**config.mk**
```make
export PLATFORM = sky130hd
export DESIGN_NAME = quadrature_encoder_line_trigger
export DESIGN_NICKNAME = d
export VERILOG_FILES = /design/src/logic/qenc_pkg.sv /design/src/logic/quadrature_encoder_line_trigger.sv
export SDC_FILE = /design/constraint.sdc
export NUM_CORES = 1
export LEC_CHECK = 0
export BUFFER_PORTS_ARGS = -buffer_cell sky130_fd_sc_hd__clkbuf_2
export CORE_UTILIZATION = 56
export DETAILED_ROUTE_END_ITERATION = 10
export PLACE_DENSITY = 0.77
export SYNTH_ARGS = -nofsm -noshare
export SYNTH_HDL_FRONTEND = slang
export SYNTH_SLANG_ARGS = --single-unit
```
**constraint.sdc**
```tcl
create_clock -name clk_sys -period 5.7 [get_ports clk_sys]
set_input_delay 0.855 -clock clk_sys [delete_from_list [all_inputs] [get_ports clk_sys]]
set_output_delay 0.855 -clock clk_sys [all_outputs]
set_load 0.02 [all_outputs]
```
**src/logic/qenc_pkg.sv**
```systemverilog
// Purpose: constants and carriers for the quadrature encoder line trigger
// Assumes: one 20 MHz clock, 32-bit plain register port
// Notes:   register word offsets are byte addresses
//
// How it works
// - quad source bit picks own or channel zero
// - divider input is phase A or quad output
// - divider output source picks own or channel zero
// - divider N factor in bits 5..3
// - divider M factor in bits 15..6
// - scan step count in bits 31..16
// - scan step counts only fully qualified pulses
// - interval lower limit in bits 23..0
// - decode bit selects 2x or 4x edges
// - direction field: both, positive, negative, reserved
// - interval mode gates lines by limits
// - direction setting applies with or without interval mode
// - no-revisit off: every qualified change triggers
// - no-revisit on: one line per count value
// - scan step issues trigger every N lines
// - step enable picks quad or scan output
// - write-only bit 31 resets counter, direction, visit record and step count
// - 24-bit position counter counts up or down
// - interval upper limit in bits 23..0
// - auto mode clears record when count exits
package qenc_pkg;

  // ----------------------------------------------------------------
  // register map
  // ----------------------------------------------------------------
  localparam logic [3:0] ADDR_SELECT_CTRL = 4'h0;
  localparam logic [3:0] ADDR_MODE_CTRL   = 4'h4;
  localparam logic [3:0] ADDR_LIMIT_CTRL  = 4'h8;
  localparam logic [3:0] ADDR_STATUS      = 4'hc;

  localparam int COUNT_W = 24;

  localparam logic [1:0] DIR_BOTH = 2'h0;
  localparam logic [1:0] DIR_POS  = 2'h1;
  localparam logic [1:0] DIR_NEG  = 2'h2;

  localparam logic [1:0] CLEAR_MANUAL = 2'h0;
  localparam logic [1:0] CLEAR_AUTO   = 2'h1;

  localparam logic [31:0] SELECT_RESET = 32'h0000_0000;
  localparam logic [31:0] MODE_RESET   = 32'h0000_0000;
  localparam logic [31:0] LIMIT_RESET  = 32'h0000_0000;

  // ----------------------------------------------------------------
  // field layouts
  // ----------------------------------------------------------------
  typedef struct packed {
    logic [15:0] scan_step_count;
    logic [9:0]  divider_m_factor;
    logic [2:0]  divider_n_factor;
    logic        divider_output_source;
    logic        divider_input_source;
    logic        quad_output_source;
  } select_ctrl_s;

  typedef struct packed {
    logic                encoder_system_reset;
    logic                step_trigger_enable;
    logic                unused_29;
    logic                no_revisit_enable;
    logic                interval_enable;
    logic [1:0]          acquire_direction;
    logic                edge_resolution_select;
    logic [COUNT_W-1:0]  interval_lower_limit;
  } mode_ctrl_s;

  typedef struct packed {
    logic [4:0]          unused_31_27;
    logic                revisit_clear;
    logic [1:0]          revisit_clear_mode;
    logic [COUNT_W-1:0]  interval_upper_limit;
  } limit_ctrl_s;

  typedef struct packed {
    logic [2:0]          unused_31_29;
    logic                new_lines;
    logic                inside_interval;
    logic                direction_up;
    logic                phase_b;
    logic                phase_a;
    logic [COUNT_W-1:0]  position_count;
  } status_s;

endpackage : qenc_pkg

```
**src/logic/quadrature_encoder_line_trigger.sv**
```systemverilog
// Purpose: quadrature decode, line qualification and scan step trigger
// Assumes: phase inputs asynchronous; channel zero signals on clk_sys
// Notes:   divider itself lives outside; only its controls pass through
//
// Decided for this implementation: the placing of the registers and strobed register access.
module quadrature_encoder_line_trigger
  import qenc_pkg::*;
(
  // clock and reset
  input  wire logic               clk_sys,
  input  wire logic               rst_n,
  // register port
  input  wire logic [3:0]         addr,
  input  wire logic [31:0]        wdata,
  input  wire logic               wr_en,
  input  wire logic               rd_en,
  output logic      [31:0]        rdata,
  // encoder phases
  input  wire logic               phase_a_pin,
  input  wire logic               phase_b_pin,
  // channel zero and divider
  input  wire logic               quad_out_ch0,
  input  wire logic               divider_out_ch0,
  input  wire logic               divider_out_local,
  output logic                    divider_in,
  output logic [2:0]              divider_n_factor,
  output logic [9:0]              divider_m_factor,
  // triggers
  output logic                    quad_out_local,
  output logic                    selected_encoder_signal,
  output logic                    selected_divider_signal,
  output logic                    step_trigger
);

  // ----------------------------------------------------------------
  // helpers
  // ----------------------------------------------------------------
  // returns {valid, up} for a phase change
  function automatic logic [1:0] decode_step(input logic [1:0] prev,
                                             input logic [1:0] cur,
                                             input logic       four_x);
    logic [1:0] res;
    res = 2'b00;
    unique case ({prev, cur})
      4'b00_10: res = 2'b11;
      4'b10_11: res = 2'b11;
      4'b00_01: res = 2'b10;
      4'b01_11: res = 2'b10;
      4'b11_01: res = four_x ? 2'b11 : 2'b00;
      4'b01_00: res = four_x ? 2'b11 : 2'b00;
      4'b11_10: res = four_x ? 2'b10 : 2'b00;
      4'b10_00: res = four_x ? 2'b10 : 2'b00;
      default:  res = 2'b00;
    endcase
    return res;
  endfunction : decode_step

  function automatic logic in_range(input logic [COUNT_W-1:0] v,
                                    input logic [COUNT_W-1:0] lo,
                                    input logic [COUNT_W-1:0] hi);
    return (v >= lo) && (v <= hi);
  endfunction : in_range

  // true when a count lies outside the visited span
  function automatic logic outside_span(input logic [COUNT_W-1:0] v,
                                        input logic [COUNT_W-1:0] lo,
                                        input logic [COUNT_W-1:0] hi);
    return (v < lo) || (v > hi);
  endfunction : outside_span

  // ----------------------------------------------------------------
  // registers
  // ----------------------------------------------------------------
  select_ctrl_s        sel_q;
  mode_ctrl_s          mode_q;
  limit_ctrl_s         lim_q;
  logic                sys_reset_q;
  logic                revisit_clear_q;
  logic [31:0]         rdata_q;
  mode_ctrl_s          wr_mode;
  limit_ctrl_s         wr_limit;
  logic                wr_mode_hit;
  logic                wr_limit_hit;

  // write-only bits seen through the field layouts
  assign wr_mode      = mode_ctrl_s'(wdata);
  assign wr_limit     = limit_ctrl_s'(wdata);
  assign wr_mode_hit  = wr_en && addr == ADDR_MODE_CTRL;
  assign wr_limit_hit = wr_en && addr == ADDR_LIMIT_CTRL;

  always_ff @(posedge clk_sys or negedge rst_n) begin
    if (!rst_n) begin
      sel_q  <= select_ctrl_s'(SELECT_RESET);
      mode_q <= mode_ctrl_s'(MODE_RESET);
      lim_q  <= limit_ctrl_s'(LIMIT_RESET);
    end else if (wr_en) begin
      unique case (addr)
        ADDR_SELECT_CTRL: sel_q <= select_ctrl_s'(wdata);
        ADDR_MODE_CTRL: begin
          mode_q                      <= mode_ctrl_s'(wdata);
          mode_q.encoder_system_reset <= 1'b0;
          mode_q.unused_29            <= 1'b0;
        end
        ADDR_LIMIT_CTRL: begin
          lim_q               <= limit_ctrl_s'(wdata);
          lim_q.revisit_clear <= 1'b0;
          lim_q.unused_31_27  <= 5'h00;
        end
        default: ;
      endcase
    end
  end

  // write-only pulses
  always_ff @(posedge clk_sys or negedge rst_n) begin
    if (!rst_n) begin
      sys_reset_q     <= 1'b0;
      revisit_clear_q <= 1'b0;
    end else begin
      sys_reset_q     <= wr_mode_hit && wr_mode.encoder_system_reset;
      revisit_clear_q <= wr_limit_hit && wr_limit.revisit_clear;
    end
  end

  // ----------------------------------------------------------------
  // phase synchronisers and decode
  // ----------------------------------------------------------------
  logic [1:0]          ab_meta_q;
  logic [1:0]          ab_sync_q;
  logic [1:0]          ab_prev_q;
  logic [1:0]          step_info;
  logic                count_step;
  logic                count_up;
  logic [COUNT_W-1:0]  count_q;
  logic [COUNT_W-1:0]  count_next;
  logic                dir_up_q;

  always_ff @(posedge clk_sys or negedge rst_n) begin
    if (!rst_n) begin
      ab_meta_q <= 2'b00;
      ab_sync_q <= 2'b00;
      ab_prev_q <= 2'b00;
    end else begin
      ab_meta_q <= {phase_a_pin, phase_b_pin};
      ab_sync_q <= ab_meta_q;
      ab_prev_q <= ab_sync_q;
    end
  end

  assign step_info  = decode_step(ab_prev_q, ab_sync_q,
                                  mode_q.edge_resolution_select);
  assign count_step = step_info[1] && !sys_reset_q;
  assign count_up   = step_info[0];
  assign count_next = count_up ? count_q + 24'h000001 : count_q - 24'h000001;

  always_ff @(posedge clk_sys or negedge rst_n) begin
    if (!rst_n) begin
      count_q  <= 24'h000000;
      dir_up_q <= 1'b1;
    end else if (sys_reset_q) begin
      count_q  <= 24'h000000;
      dir_up_q <= 1'b1;
    end else if (count_step) begin
      count_q  <= count_next;
      dir_up_q <= count_up;
    end
  end

  // ----------------------------------------------------------------
  // qualification
  // ----------------------------------------------------------------
  logic                dir_ok;
  logic                interval_ok;
  logic                new_ok;
  logic                line_fire;
  logic                inside_now;
  logic                record_valid_q;
  logic [COUNT_W-1:0]  visit_lo_q;
  logic [COUNT_W-1:0]  visit_hi_q;
  logic                auto_exit;
  logic                record_clear;
  logic                span_restart;

  always_comb begin
    unique case (mode_q.acquire_direction)
      DIR_BOTH: dir_ok = 1'b1;
      DIR_POS:  dir_ok = count_up;
      DIR_NEG:  dir_ok = !count_up;
      default:  dir_ok = 1'b0;
    endcase
  end

  assign inside_now  = in_range(count_q, mode_q.interval_lower_limit,
                                lim_q.interval_upper_limit);
  assign interval_ok = !mode_q.interval_enable ||
                       in_range(count_next, mode_q.interval_lower_limit,
                                lim_q.interval_upper_limit);
  assign new_ok      = !mode_q.no_revisit_enable || span_restart ||
                       outside_span(count_next, visit_lo_q, visit_hi_q);
  assign line_fire   = count_step && dir_ok && interval_ok && new_ok;

  always_comb begin
    unique case (mode_q.acquire_direction)
      DIR_POS: auto_exit = count_q > lim_q.interval_upper_limit;
      DIR_NEG: auto_exit = count_q < mode_q.interval_lower_limit;
      default: auto_exit = !inside_now;
    endcase
  end

  assign record_clear = sys_reset_q || revisit_clear_q ||
                        (lim_q.revisit_clear_mode == CLEAR_AUTO && auto_exit);

  // a clear drops the old span even when a line fires beside it
  assign span_restart = !record_valid_q || record_clear;

  // visited counts form one contiguous span, since the count moves by one
  always_ff @(posedge clk_sys or negedge rst_n) begin
    if (!rst_n) begin
      record_valid_q <= 1'b0;
      visit_lo_q     <= 24'h000000;
      visit_hi_q     <= 24'h000000;
    end else if (line_fire) begin
      record_valid_q <= 1'b1;
      visit_lo_q     <= (span_restart || count_next < visit_lo_q) ? count_next
                                                                  : visit_lo_q;
      visit_hi_q     <= (span_restart || count_next > visit_hi_q) ? count_next
                                                                  : visit_hi_q;
    end else if (record_clear) begin
      record_valid_q <= 1'b0;
    end
  end

  // ----------------------------------------------------------------
  // scan step
  // ----------------------------------------------------------------
  logic [15:0]         step_cnt_q;
  logic                step_fire;

  assign step_fire = line_fire && mode_q.step_trigger_enable &&
                     (step_cnt_q + 16'h0001 >= sel_q.scan_step_count);

  always_ff @(posedge clk_sys or negedge rst_n) begin
    if (!rst_n) begin
      step_cnt_q <= 16'h0000;
    end else if (sys_reset_q || !mode_q.step_trigger_enable || step_fire) begin
      step_cnt_q <= 16'h0000;
    end else if (line_fire) begin
      step_cnt_q <= step_cnt_q + 16'h0001;
    end
  end

  // ----------------------------------------------------------------
  // output routing
  // ----------------------------------------------------------------
  logic                quad_local_q;
  logic                step_trig_q;
  logic                enc_sel_q;
  logic                div_in_q;
  logic                div_sel_q;
  logic                quad_chosen;

  assign quad_chosen = sel_q.quad_output_source ? quad_out_ch0 : quad_local_q;

  always_ff @(posedge clk_sys or negedge rst_n) begin
    if (!rst_n) begin
      quad_local_q <= 1'b0;
      step_trig_q  <= 1'b0;
      enc_sel_q    <= 1'b0;
      div_in_q     <= 1'b0;
      div_sel_q    <= 1'b0;
    end else begin
      quad_local_q <= line_fire;
      step_trig_q  <= step_fire;
      enc_sel_q    <= mode_q.step_trigger_enable ? step_trig_q : quad_chosen;
      div_in_q     <= sel_q.divider_input_source ? quad_local_q
                                                 : ab_sync_q[1];
      div_sel_q    <= sel_q.divider_output_source ? divider_out_ch0
                                                  : divider_out_local;
    end
  end

  // ----------------------------------------------------------------
  // read port
  // ----------------------------------------------------------------
  status_s             stat;

  always_comb begin
    stat                 = '0;
    stat.position_count  = count_q;
    stat.phase_a         = ab_sync_q[1];
    stat.phase_b         = ab_sync_q[0];
    stat.direction_up    = dir_up_q;
    stat.inside_interval = inside_now;
    stat.new_lines       = !record_valid_q ||
                           outside_span(count_q, visit_lo_q, visit_hi_q);
  end

  always_ff @(posedge clk_sys or negedge rst_n) begin
    if (!rst_n) begin
      rdata_q <= 32'h0000_0000;
    end else if (rd_en) begin
      unique case (addr)
        ADDR_SELECT_CTRL: rdata_q <= sel_q;
        ADDR_MODE_CTRL:   rdata_q <= mode_q;
        ADDR_LIMIT_CTRL:  rdata_q <= lim_q;
        ADDR_STATUS:      rdata_q <= stat;
        default:          rdata_q <= 32'h0000_0000;
      endcase
    end else begin
      rdata_q <= 32'h0000_0000;
    end
  end

  assign rdata                   = rdata_q;
  assign divider_n_factor        = sel_q.divider_n_factor;
  assign divider_m_factor        = sel_q.divider_m_factor;
  assign quad_out_local          = quad_local_q;
  assign selected_encoder_signal = enc_sel_q;
  assign selected_divider_signal = div_sel_q;
  assign divider_in              = div_in_q;
  assign step_trigger            = step_trig_q;

endmodule : quadrature_encoder_line_trigger

```
# Word-level counts from Yosys, hierarchy flattened
# Cells that the tools add are included.
# Widths: inputs -> output; s select.
[word_totals]
reg_bits = 223
input_bits = 45
out_inout_bits = 50
[classes]
n_addsub = 3
magnitude_cmp = 11
eq_ne = 14
mux = 20
reduce_logical = 47
[ops]
columns = ["cell", "count"]
rows = [
  ["$pmux 32 s4", 1],
  ["$gt 24x24->1", 3],
  ["$lt 24x24->1", 3],
  ["$mux 24", 3],
  ["$ge 24x24->1", 2],
  ["$le 24x24->1", 2],
  ["$mux 16", 2],
  ["$mux 32", 1],
  ["$add 24x1->24 const B", 1],
  ["$eq 4x4->1 const B", 6],
  ["$sub 24x1->24 const B", 1],
  ["$add 16x1->16 const B", 1],
  ["$ge 16x16->1", 1],
  ["$logic_and 1x1->1", 13],
  ["$logic_or 1x1->1", 13],
  ["$eq 4x3->1 const B", 3],
  ["$reduce_and 2->1", 5],
  ["$mux 1", 8],
  ["$pmux 2 s4", 1],
  ["$reduce_or 2->1", 4],
  ["$logic_not 1->1", 7],
  ["$reduce_bool 2->1", 3],
  ["$eq 2x1->1 const B", 2],
  ["$eq 4x1->1 const B", 1],
  ["7 further kinds", 8],
]

# Depth between registers and ports, before layout
# Gate-level depths: netlist (run 1).
[logic_depth]
word_depth = 14
depth_mapped = 25

# Worst setup path after synthesis (run 1)
# No wires, ideal clock.
[synth_timing]
path_kind = "register -> register"
from = "register ab_sync_q[1]"
to = "register visit_hi_q[10]"
arrival_ns = 5.785
path_slack_ns = -0.210
stages_incl_launch_ff = 24
n_path_buf = 1
synth_period_minus_slack_ns = 5.910
path_cell_list = "dfrtp_1 > nand2b_1 > a211oi_1 > inv_1 > ha_1 > a21oi_1 > o211ai_1 > o2111ai_1 > a31oi_1 > a211oi_1 > o21bai_1 > a21oi_1 > xnor2_1 > inv_1 > ha_1 > and4_1 > a221o_1 > nor4bb_1 > o21ai_0 > a31oi_1 > a211o_1 > o21bai_4 > buf_12 > mux2_4"
[synth_between]
elab_chain_cells = 10
elab_cells_between_ends = 30
classes_between = "order compare: 4; eq/ne: 8; mux: 3; reduce/logical: 15"
[synth_lines]
columns = ["element", "line", "text"]
rows = [
  ["start: declaration", "quadrature_encoder_line_trigger.sv:129", "logic [1:0] ab_sync_q;"],
  ["start signal: assignment", "quadrature_encoder_line_trigger.sv:145", "ab_sync_q <= ab_meta_q;"],
  ["$eq 4x4->1, or another cell as far along", "quadrature_encoder_line_trigger.sv:44", "unique case ({prev, cur})"],
  ["$reduce_or 2->1 (no line)", "n/a", ""],
  ["$pmux 2 s4 (*)", "quadrature_encoder_line_trigger.sv:44", ""],
  ["$mux 24 (*)", "quadrature_encoder_line_trigger.sv:154", "assign count_next = count_up ? count_q + 24'h000001 : count_q - 24'h000001;"],
  ["net count_next[23]", "quadrature_encoder_line_trigger.sv:135", "logic [COUNT_W-1:0] count_next;"],
  ["$ge 24x24->1 / $le 24x24->1 (equally long branches)", "quadrature_encoder_line_trigger.sv:61", "return (v >= lo) && (v <= hi);"],
  ["$logic_and 1x1->1", "quadrature_encoder_line_trigger.sv:61", ""],
  ["$logic_or 1x1->1", "quadrature_encoder_line_trigger.sv:195", "assign interval_ok = !mode_q.interval_enable ||"],
  ["$logic_and 1x1->1 (2 in series)", "quadrature_encoder_line_trigger.sv:200", "assign line_fire = count_step && dir_ok && interval_ok && new_ok;"],
  ["$reduce_and 2->1 (no line) (*)", "n/a", ""],
  ["end signal: assignment", "quadrature_encoder_line_trigger.sv:226", "visit_hi_q <= (span_restart || count_next > visit_hi_q) ? count_next"],
  ["end: declaration", "quadrature_encoder_line_trigger.sv:179", "logic [COUNT_W-1:0] visit_hi_q;"],
]
# The timed path passes the listed nets; every way through them passes the cells marked *.
# A chain may end at the register's enable or synchronous reset.

# Final worst setup path (run 1)
[layout_timing]
from = "register ab_sync_q[0]"
to = "register visit_lo_q[0]"
[layout_between]
elab_chain_cells = 10
elab_cells_between_ends = 30
classes_between = "order compare: 4; eq/ne: 8; mux: 3; reduce/logical: 15"
[layout_lines]
columns = ["element", "line", "text"]
rows = [
  ["$eq 4x4->1, or another cell as far along", "quadrature_encoder_line_trigger.sv:44", ""],
  ["$reduce_or 2->1 (no line)", "n/a", ""],
  ["$pmux 2 s4 (*)", "quadrature_encoder_line_trigger.sv:44", ""],
  ["$mux 24 (*)", "quadrature_encoder_line_trigger.sv:154", ""],
  ["net count_next[22]", "quadrature_encoder_line_trigger.sv:135", ""],
  ["$ge 24x24->1 / $le 24x24->1 (equally long branches)", "quadrature_encoder_line_trigger.sv:61", ""],
  ["$logic_and 1x1->1", "quadrature_encoder_line_trigger.sv:61", ""],
  ["$logic_or 1x1->1", "quadrature_encoder_line_trigger.sv:195", ""],
  ["$logic_and 1x1->1 (2 in series)", "quadrature_encoder_line_trigger.sv:200", ""],
  ["$reduce_and 2->1 (no line) (*)", "n/a", ""],
  ["end signal: assignment", "quadrature_encoder_line_trigger.sv:224", "visit_lo_q <= (span_restart || count_next < visit_lo_q) ? count_next"],
  ["end: declaration", "quadrature_encoder_line_trigger.sv:178", "logic [COUNT_W-1:0] visit_lo_q;"],
]
# Marks and branches as above.

==> impl_metrics.toml, run 1 <==
[status]
outcome = "finished, final reports clean"

[setup_path]
critPathArrivalTime_ps = 6050
cpMaxStageDelayCell = "or3b_4"
ff2ff_path_depth = 22
endpoint_kind = "flip-flop"
cp-endpoint = "visit_lo_q[0]"
crit_family = "compound AO/OA/AOI/OAI gates"
cp_cell_sequence = "xor2_2 > a211oi_4 > buf_6 > inv_4 > buf_12 > ha_2 > a21oi_1 > a32oi_1 > or3b_4 > a21oi_4 > o31ai_2 > xnor2_2 > ha_1 > and4_1 > a221o_1 > nor4bb_2 > o21ai_1 > a31oi_1 > a211o_1 > o21bai_4 > clkbuf_16 > mux2_4"
setup.worst_path.start = "ab_sync_q[0]"
path_buf_inv = 4
path_depth = 22
max_stage_delay_ps = 450
reg2reg_slack_ps = 70
setup.worst_path.start_class = "flip-flop"
crit_type = "reg -> reg"
r2r_end = "visit_lo_q[0]"
reg2reg_from = "ab_sync_q[0]"
critPathMaxFanout = 15
critPathRequiredTime_ps = 6120

[placement]
placed_area_sq_um = 16700
place_hpwl_um = 32300
routabilityCongestion = 1.00
port_buffers = 94

[floorplanning]
initial_core_util_pct = 57.1
die-height_um = 168
num_rows = 60
dieArea_sq_um = 28200
die_x_um = 168
coreArea_sq_um = 27000
io_pins = 95

[yosys]
syn_area_sq_um = 15400
synth.most_common_cell = "ha_1"
yosysSeqAreaShare_pct = 36.3
synth_edf_count = 0
ys_top_cells_by_area = "dfrtp_1, ha_1, mux2_2"
syn_nets = 1783
synth_top_cell_by_area = "dfrtp_1"
ys_warn_count = 0
ys_seq_elements = 223
syn_inst = 1506
ys_types = 69
ys.flop_type = "dfrtp_1"
syn_avg_cell_area_sq_um = 10.2
synth_commonest_cells = "ha_1, dfrtp_1, inv_1"
async_flop_share_pct = 100
synth_top_area_share_pct = 36.1

[power]
power_density_nw_per_um2 = 685
combPwrFrac_pct = 66.6
vdd.ir_drop.worst_uv = 329
power.share.switching_pct = 44.6
switching_power_mw = 5.50
pwr-share-seq_pct = 19.4
leakage_nw = 8.97
clock_power_share_pct = 14.0
power.internal_mw = 6.83

[sta]
hold_viol = 0
max_freq_ghz = 0.178
slew_viol_final = 0
hold_ws_ps = 351
worst_pin_slew_ps = 1270
maxSlewHeadroom_pct = 14.9
clock_skew_ps = 24.2
period_minus_slack_ps = 5630
finalSetupViolations = 0
layout_worst_path_cycle_share_pct = 98.8

[grt]
busiest_layer = "met2"
grt_use_total_pct = 31.0
global_route.usage.met3_pct = 5.88
grt_util_met2_pct = 49.4
grt_pass1_vias = 12886
antenna_found_initial = 0
gr-total-overflow = 0
use_met1_pct = 42.0
grt_first_pass_wirelength_um = 68400
grt_max_degree = 103

[route]
drc_errors = 0
routed_wirelength_um = 44300
drt-wirelength-per-cell_um = 21.8
vias = 12744
drtIter0Drc = 1066
drt-pass1-iter-count = 5
drtAntennaViolNets = 0
via_per_inst = 6.26

[final_layout]
nets = 1954
stdcell_area_sq_um = 18000
area_delta_synth_final_pct = 17.0
n_antenna_cell = 0
layout-drive-gt1-share_pct = 25.0
nFillCells = 2022
final_util_pct = 66.8

[clocking]
insertion_delay_ps = 550
clock_path_buffers = 3
cts_tree = "yes"
ctsHoldBuffers = 0
cts_root_buffer = "clkbuf_16"
h-tree-depth = 1
cts_sinks = 223
cts_buffers = 25
clk_pin_slew_ps = 70

[worst_hold_path]
min_path_type = "in -> async"

[job]
cap_violations = 0
[power groups by stage]
stage	sequential [mW]	combinational, mW	clock [mW]
floorplan	2.35	4.98	0
detailed placement	2.38	7.58	0
global placement	2.37	7.28	0
global route	2.43	9.01	1.80
finish	2.39	8.21	1.73
CTS	2.36	7.70	1.74
[cells in the final DEF, fill, tap and decap left out, types with 31 or more instances in the layout]
| master | Yosys | final |
|---|---|---|
| dfrtp_1 | 222 | 221 |
| nor2_1 | 48 | 45 |
| a21oi_1 | 122 | 115 |
| a22oi_1 | 57 | 57 |
| clkbuf_2 | 0 | 93 |
| mux2_4 | 34 | 34 |
| o21ai_0 | 55 | 51 |
| nand4_1 | 32 | 32 |
| nand3_1 | 31 | 31 |
| buf_4 | 15 | 99 |
| a21o_1 | 43 | 43 |
| ha_1 | 231 | 225 |
| inv_1 | 134 | 132 |
| mux2_2 | 98 | 98 |
| nand2_1 | 90 | 90 |
[metrics by stage]
step                      power (mW)  setup TNS [ps]  instances  worst slack, ps
after floorplan                 7.33               0       1506              211
after global placement          9.65           -3420       1977             -106
after detailed placement        9.96           -8940       1977             -212
after CTS                       11.8               0       2022             6.37
after global routing            13.2           -1610       2036            -85.5
final                           12.3               0       2036             69.7
[state kept, by name, summed over array words and instances (netlist names)]
register and count:
dir_up_q 1, sys_reset_q 1, lim_q 26, step_trigger 1, mode_q 30, divider_in 1, ab_sync_q 2, rdata 32
ab_meta_q 2, divider_m_factor 10, selected_encoder_signal 1, record_valid_q 1, revisit_clear_q 1, step_cnt_q 16, divider_n_factor 3, visit_hi_q 24
visit_lo_q 24, ab_prev_q 2, count_q 24, quad_out_local 1, selected_divider_signal 1, sel_q 19
[per-layer routing]
layer / part of all wire [%] / wire (um)
met1: 43 / 19200
met2: 46 / 20200
met3: 7.6 / 3360
met4: 3.6 / 1580
met5: 0 / 0
[how the worst min path moves through the flow]
stage                 startpoint      endpoint  slack, ps
CTS                 ab_meta_q[1]  ab_sync_q[1]        350
global placement    ab_meta_q[1]  ab_sync_q[1]        330
floorplan           ab_meta_q[0]  ab_sync_q[0]        330
global route        ab_meta_q[1]  ab_sync_q[1]        360
finish                     rst_n    count_q[3]        350
detailed placement  ab_meta_q[1]  ab_sync_q[1]        340
[cells by family after synthesis]
kind of cell | after synthesis | synth area share (%)
buf+inv | 192 | 5.48
simple gates | 293 | 9.64
flops | 223 | 36.3
compound gates | 384 | 16.3
fa+ha+maj | 232 | 18.9
mux | 142 | 11.1
xor+xnor | 40 | 2.28
[final cells by class]
cell class / instances / area (sq um) / share of cell area [%]
clock buffers: 34 / 719 / 4.00
clock inverters: 11 / 156 / 0.869
inverters: 134 / 505 / 2.81
multi-input cells: 1091 / 9220 / 51.2
flip-flops and latches: 223 / 5580 / 31.0
well taps: 341 / 427 / 2.37
repair buffers: 202 / 1400 / 7.76
[what timing repair did]
action / 4_1_cts / 5_1_grt
gates resized for setup: 8 / 44
hold endpoints to repair: 0 / 0
pin swaps: 1 / 24
setup buffers: 0 / 12
setup endpoints to repair: 63 / 67
cloned: 0 / 2
No activity file was read; power rests on OpenSTA's default activity.
==> run 2, diff against run 1 <==
- PLACE_DENSITY: 0.77 -> not set
- PLACE_DENSITY_LB_ADDON: not set -> 0.08
==> impl_metrics.toml, run 2 (synthesized netlist as in run 1, its figures left out) <==
[status]
outcome = "finished, final reports clean"

[placement]
port_buffers = 94
place_hpwl_um = 31700
placed_area_sq_um = 16700
dp_cells = 1965
routabilityCongestion = 0.965

[clocking]
ctsHoldBuffers = 0
h-tree-depth = 1
cts_tree = "yes"
clock_path_buffers = 3
cts_sinks = 223
cts_root_buffer = "clkbuf_16"
insertion_delay_ps = 570
clk_pin_slew_ps = 60
cts_buffers = 26

[grt]
grt_max_degree = 195
grt_first_pass_wirelength_um = 67300
antenna_found_initial = 0
gr-total-overflow = 0
grt_pass1_vias = 12209
grt_use_total_pct = 30.4

[final_layout]
n_antenna_cell = 0
mostFrequentLayoutCells = "ha_1, dfrtp_1, inv_1"
final_cells = 2014
nets = 1933
final_util_pct = 65.8
stdcell_area_sq_um = 17700
area_delta_synth_final_pct = 15.2
layout_commonest_cell = "ha_1"
nFillCells = 2151
largest_reg_flops = 32
layout-drive-gt1-share_pct = 23.5

[power]
p_total_mw = 11.9
leakage_nw = 8.84
power_density_nw_per_um2 = 672
vdd.ir_drop.worst_uv = 319

[route]
drtAntennaViolNets = 0
via_per_inst = 6.05
routed_wirelength_um = 42400
drc_errors = 0
drtIter0Drc = 1004
drt-wirelength-per-cell_um = 21.0
vias = 12179
drt-pass1-iter-count = 5

[floorplanning]
dieArea_sq_um = 28200
initial_core_util_pct = 57.1
num_rows = 60
die-height_um = 168
coreArea_sq_um = 27000
die_x_um = 168
io_pins = 95

[sta]
maxSlewHeadroom_pct = 13.1
max_freq_ghz = 0.182
finalSetupViolations = 0
worst_pin_slew_ps = 1300
layout_worst_path_cycle_share_pct = 96.5
slew_viol_final = 0
clock_skew_ps = 27.9
hold_viol = 0
period_minus_slack_ps = 5500

[worst_hold_path]
min_path_type = "in -> async"

[setup_path]
critPathMaxFanout = 15
critPathRequiredTime_ps = 6130
crit_type = "reg -> reg"
setup.worst_path.start_class = "flip-flop"
critPathArrivalTime_ps = 5930
endpoint_kind = "flip-flop"

[job]
cap_violations = 0
run 2: cell types whose count changed in the layout (fill, tap and decap cells not counted), sizes merged:
cell,change
clkinv,+3
clkbuf,+1
inv,-2
clkinvlp,-1
buf,-21
bufinv,-2
run 2: cell type report:
class	count	area [sq um]	share of cell area, %
clock buffers	36	768	4.33
clock inverters	9	108	0.607
inverters	134	505	2.85
well taps	341	427	2.41
flip-flops and latches	223	5580	31.5
repair buffers	180	1220	6.89
multi-input cells	1091	9120	51.4
run 2: path summary, 6_finish.rpt:
check,slack (ps),start,end,cells past startpoint
worst max-delay path,200,ab_prev_q[1],visit_lo_q[14],25
worst min-delay path,160,rst_n,visit_hi_q[2],1
worst max register to register,200,ab_prev_q[1],visit_lo_q[14],25
worst min register to register,350,ab_meta_q[0],ab_sync_q[0],0
max in group asynchronous,4200,rst_n,rdata[15],2
min in group clk_sys,350,ab_meta_q[0],ab_sync_q[0],0
run 2: where the power goes:
part | total (mW) | internal [mW] | switching, mW | leakage [nW]
combinational | 7.84 | 3.57 | 4.27 | 5.62
sequential | 2.39 | 2.03 | 0.364 | 2.79
clock | 1.69 | 0.987 | 0.701 | 0.426
total | 11.9 | 6.58 | 5.34 | 8.84
run 2: metrics by stage:
stage | TNS [ps] | hold WS [ps] | worst slack, ps
after floorplan | 0 | 331 | 211
after global placement | 0 | 339 | 1.08
after detailed placement | -1200 | 335 | -70.6
after CTS | 0 | 146 | 15.0
after global routing | -483 | 162 | -37.8
final | 0 | 155 | 201
run 2: worst max-delay path: stages, from the launching register on:
cell	delay [ps]
dfrtp_1	420
xor2_1	170
a211oi_2	200
buf_4	170
inv_4	80
buf_6	160
ha_1	330
and3_1	220
o31a_1	270
o211ai_1	150
a21oi_1	100
a211oi_2	230
o21bai_1	120
a21oi_2	190
xnor2_2	150
inv_2	110
ha_1	300
and4_1	170
a221o_1	310
nor4bb_1	260
o21ai_0	130
a31oi_1	170
a211o_1	190
o21bai_4	220
clkbuf_16	230
mux2_4	300
run 2: timing repair:
action / CTS / global route
setup buffers: 0 / 3
cloned: 0 / 1
endpoints found under the setup margin: 59 / 66
gates resized for setup: 4 / 33
pin swaps: 1 / 7
hold endpoints to repair: 0 / 0
run 2: metal layers:
| layer | global-route usage [%] | vias to the layer above | part of all wire, % |
|---|---|---|---|
| met4 | 9.93 | 0 | 3.4 |
| met3 | 3.41 | 69 | 5.3 |
| met2 | 48.4 | 360 | 45 |
| met5 | 0 | - | 0 |
| met1 | 43.4 | 5930 | 46 |
| li1 | - | 5820 | - |
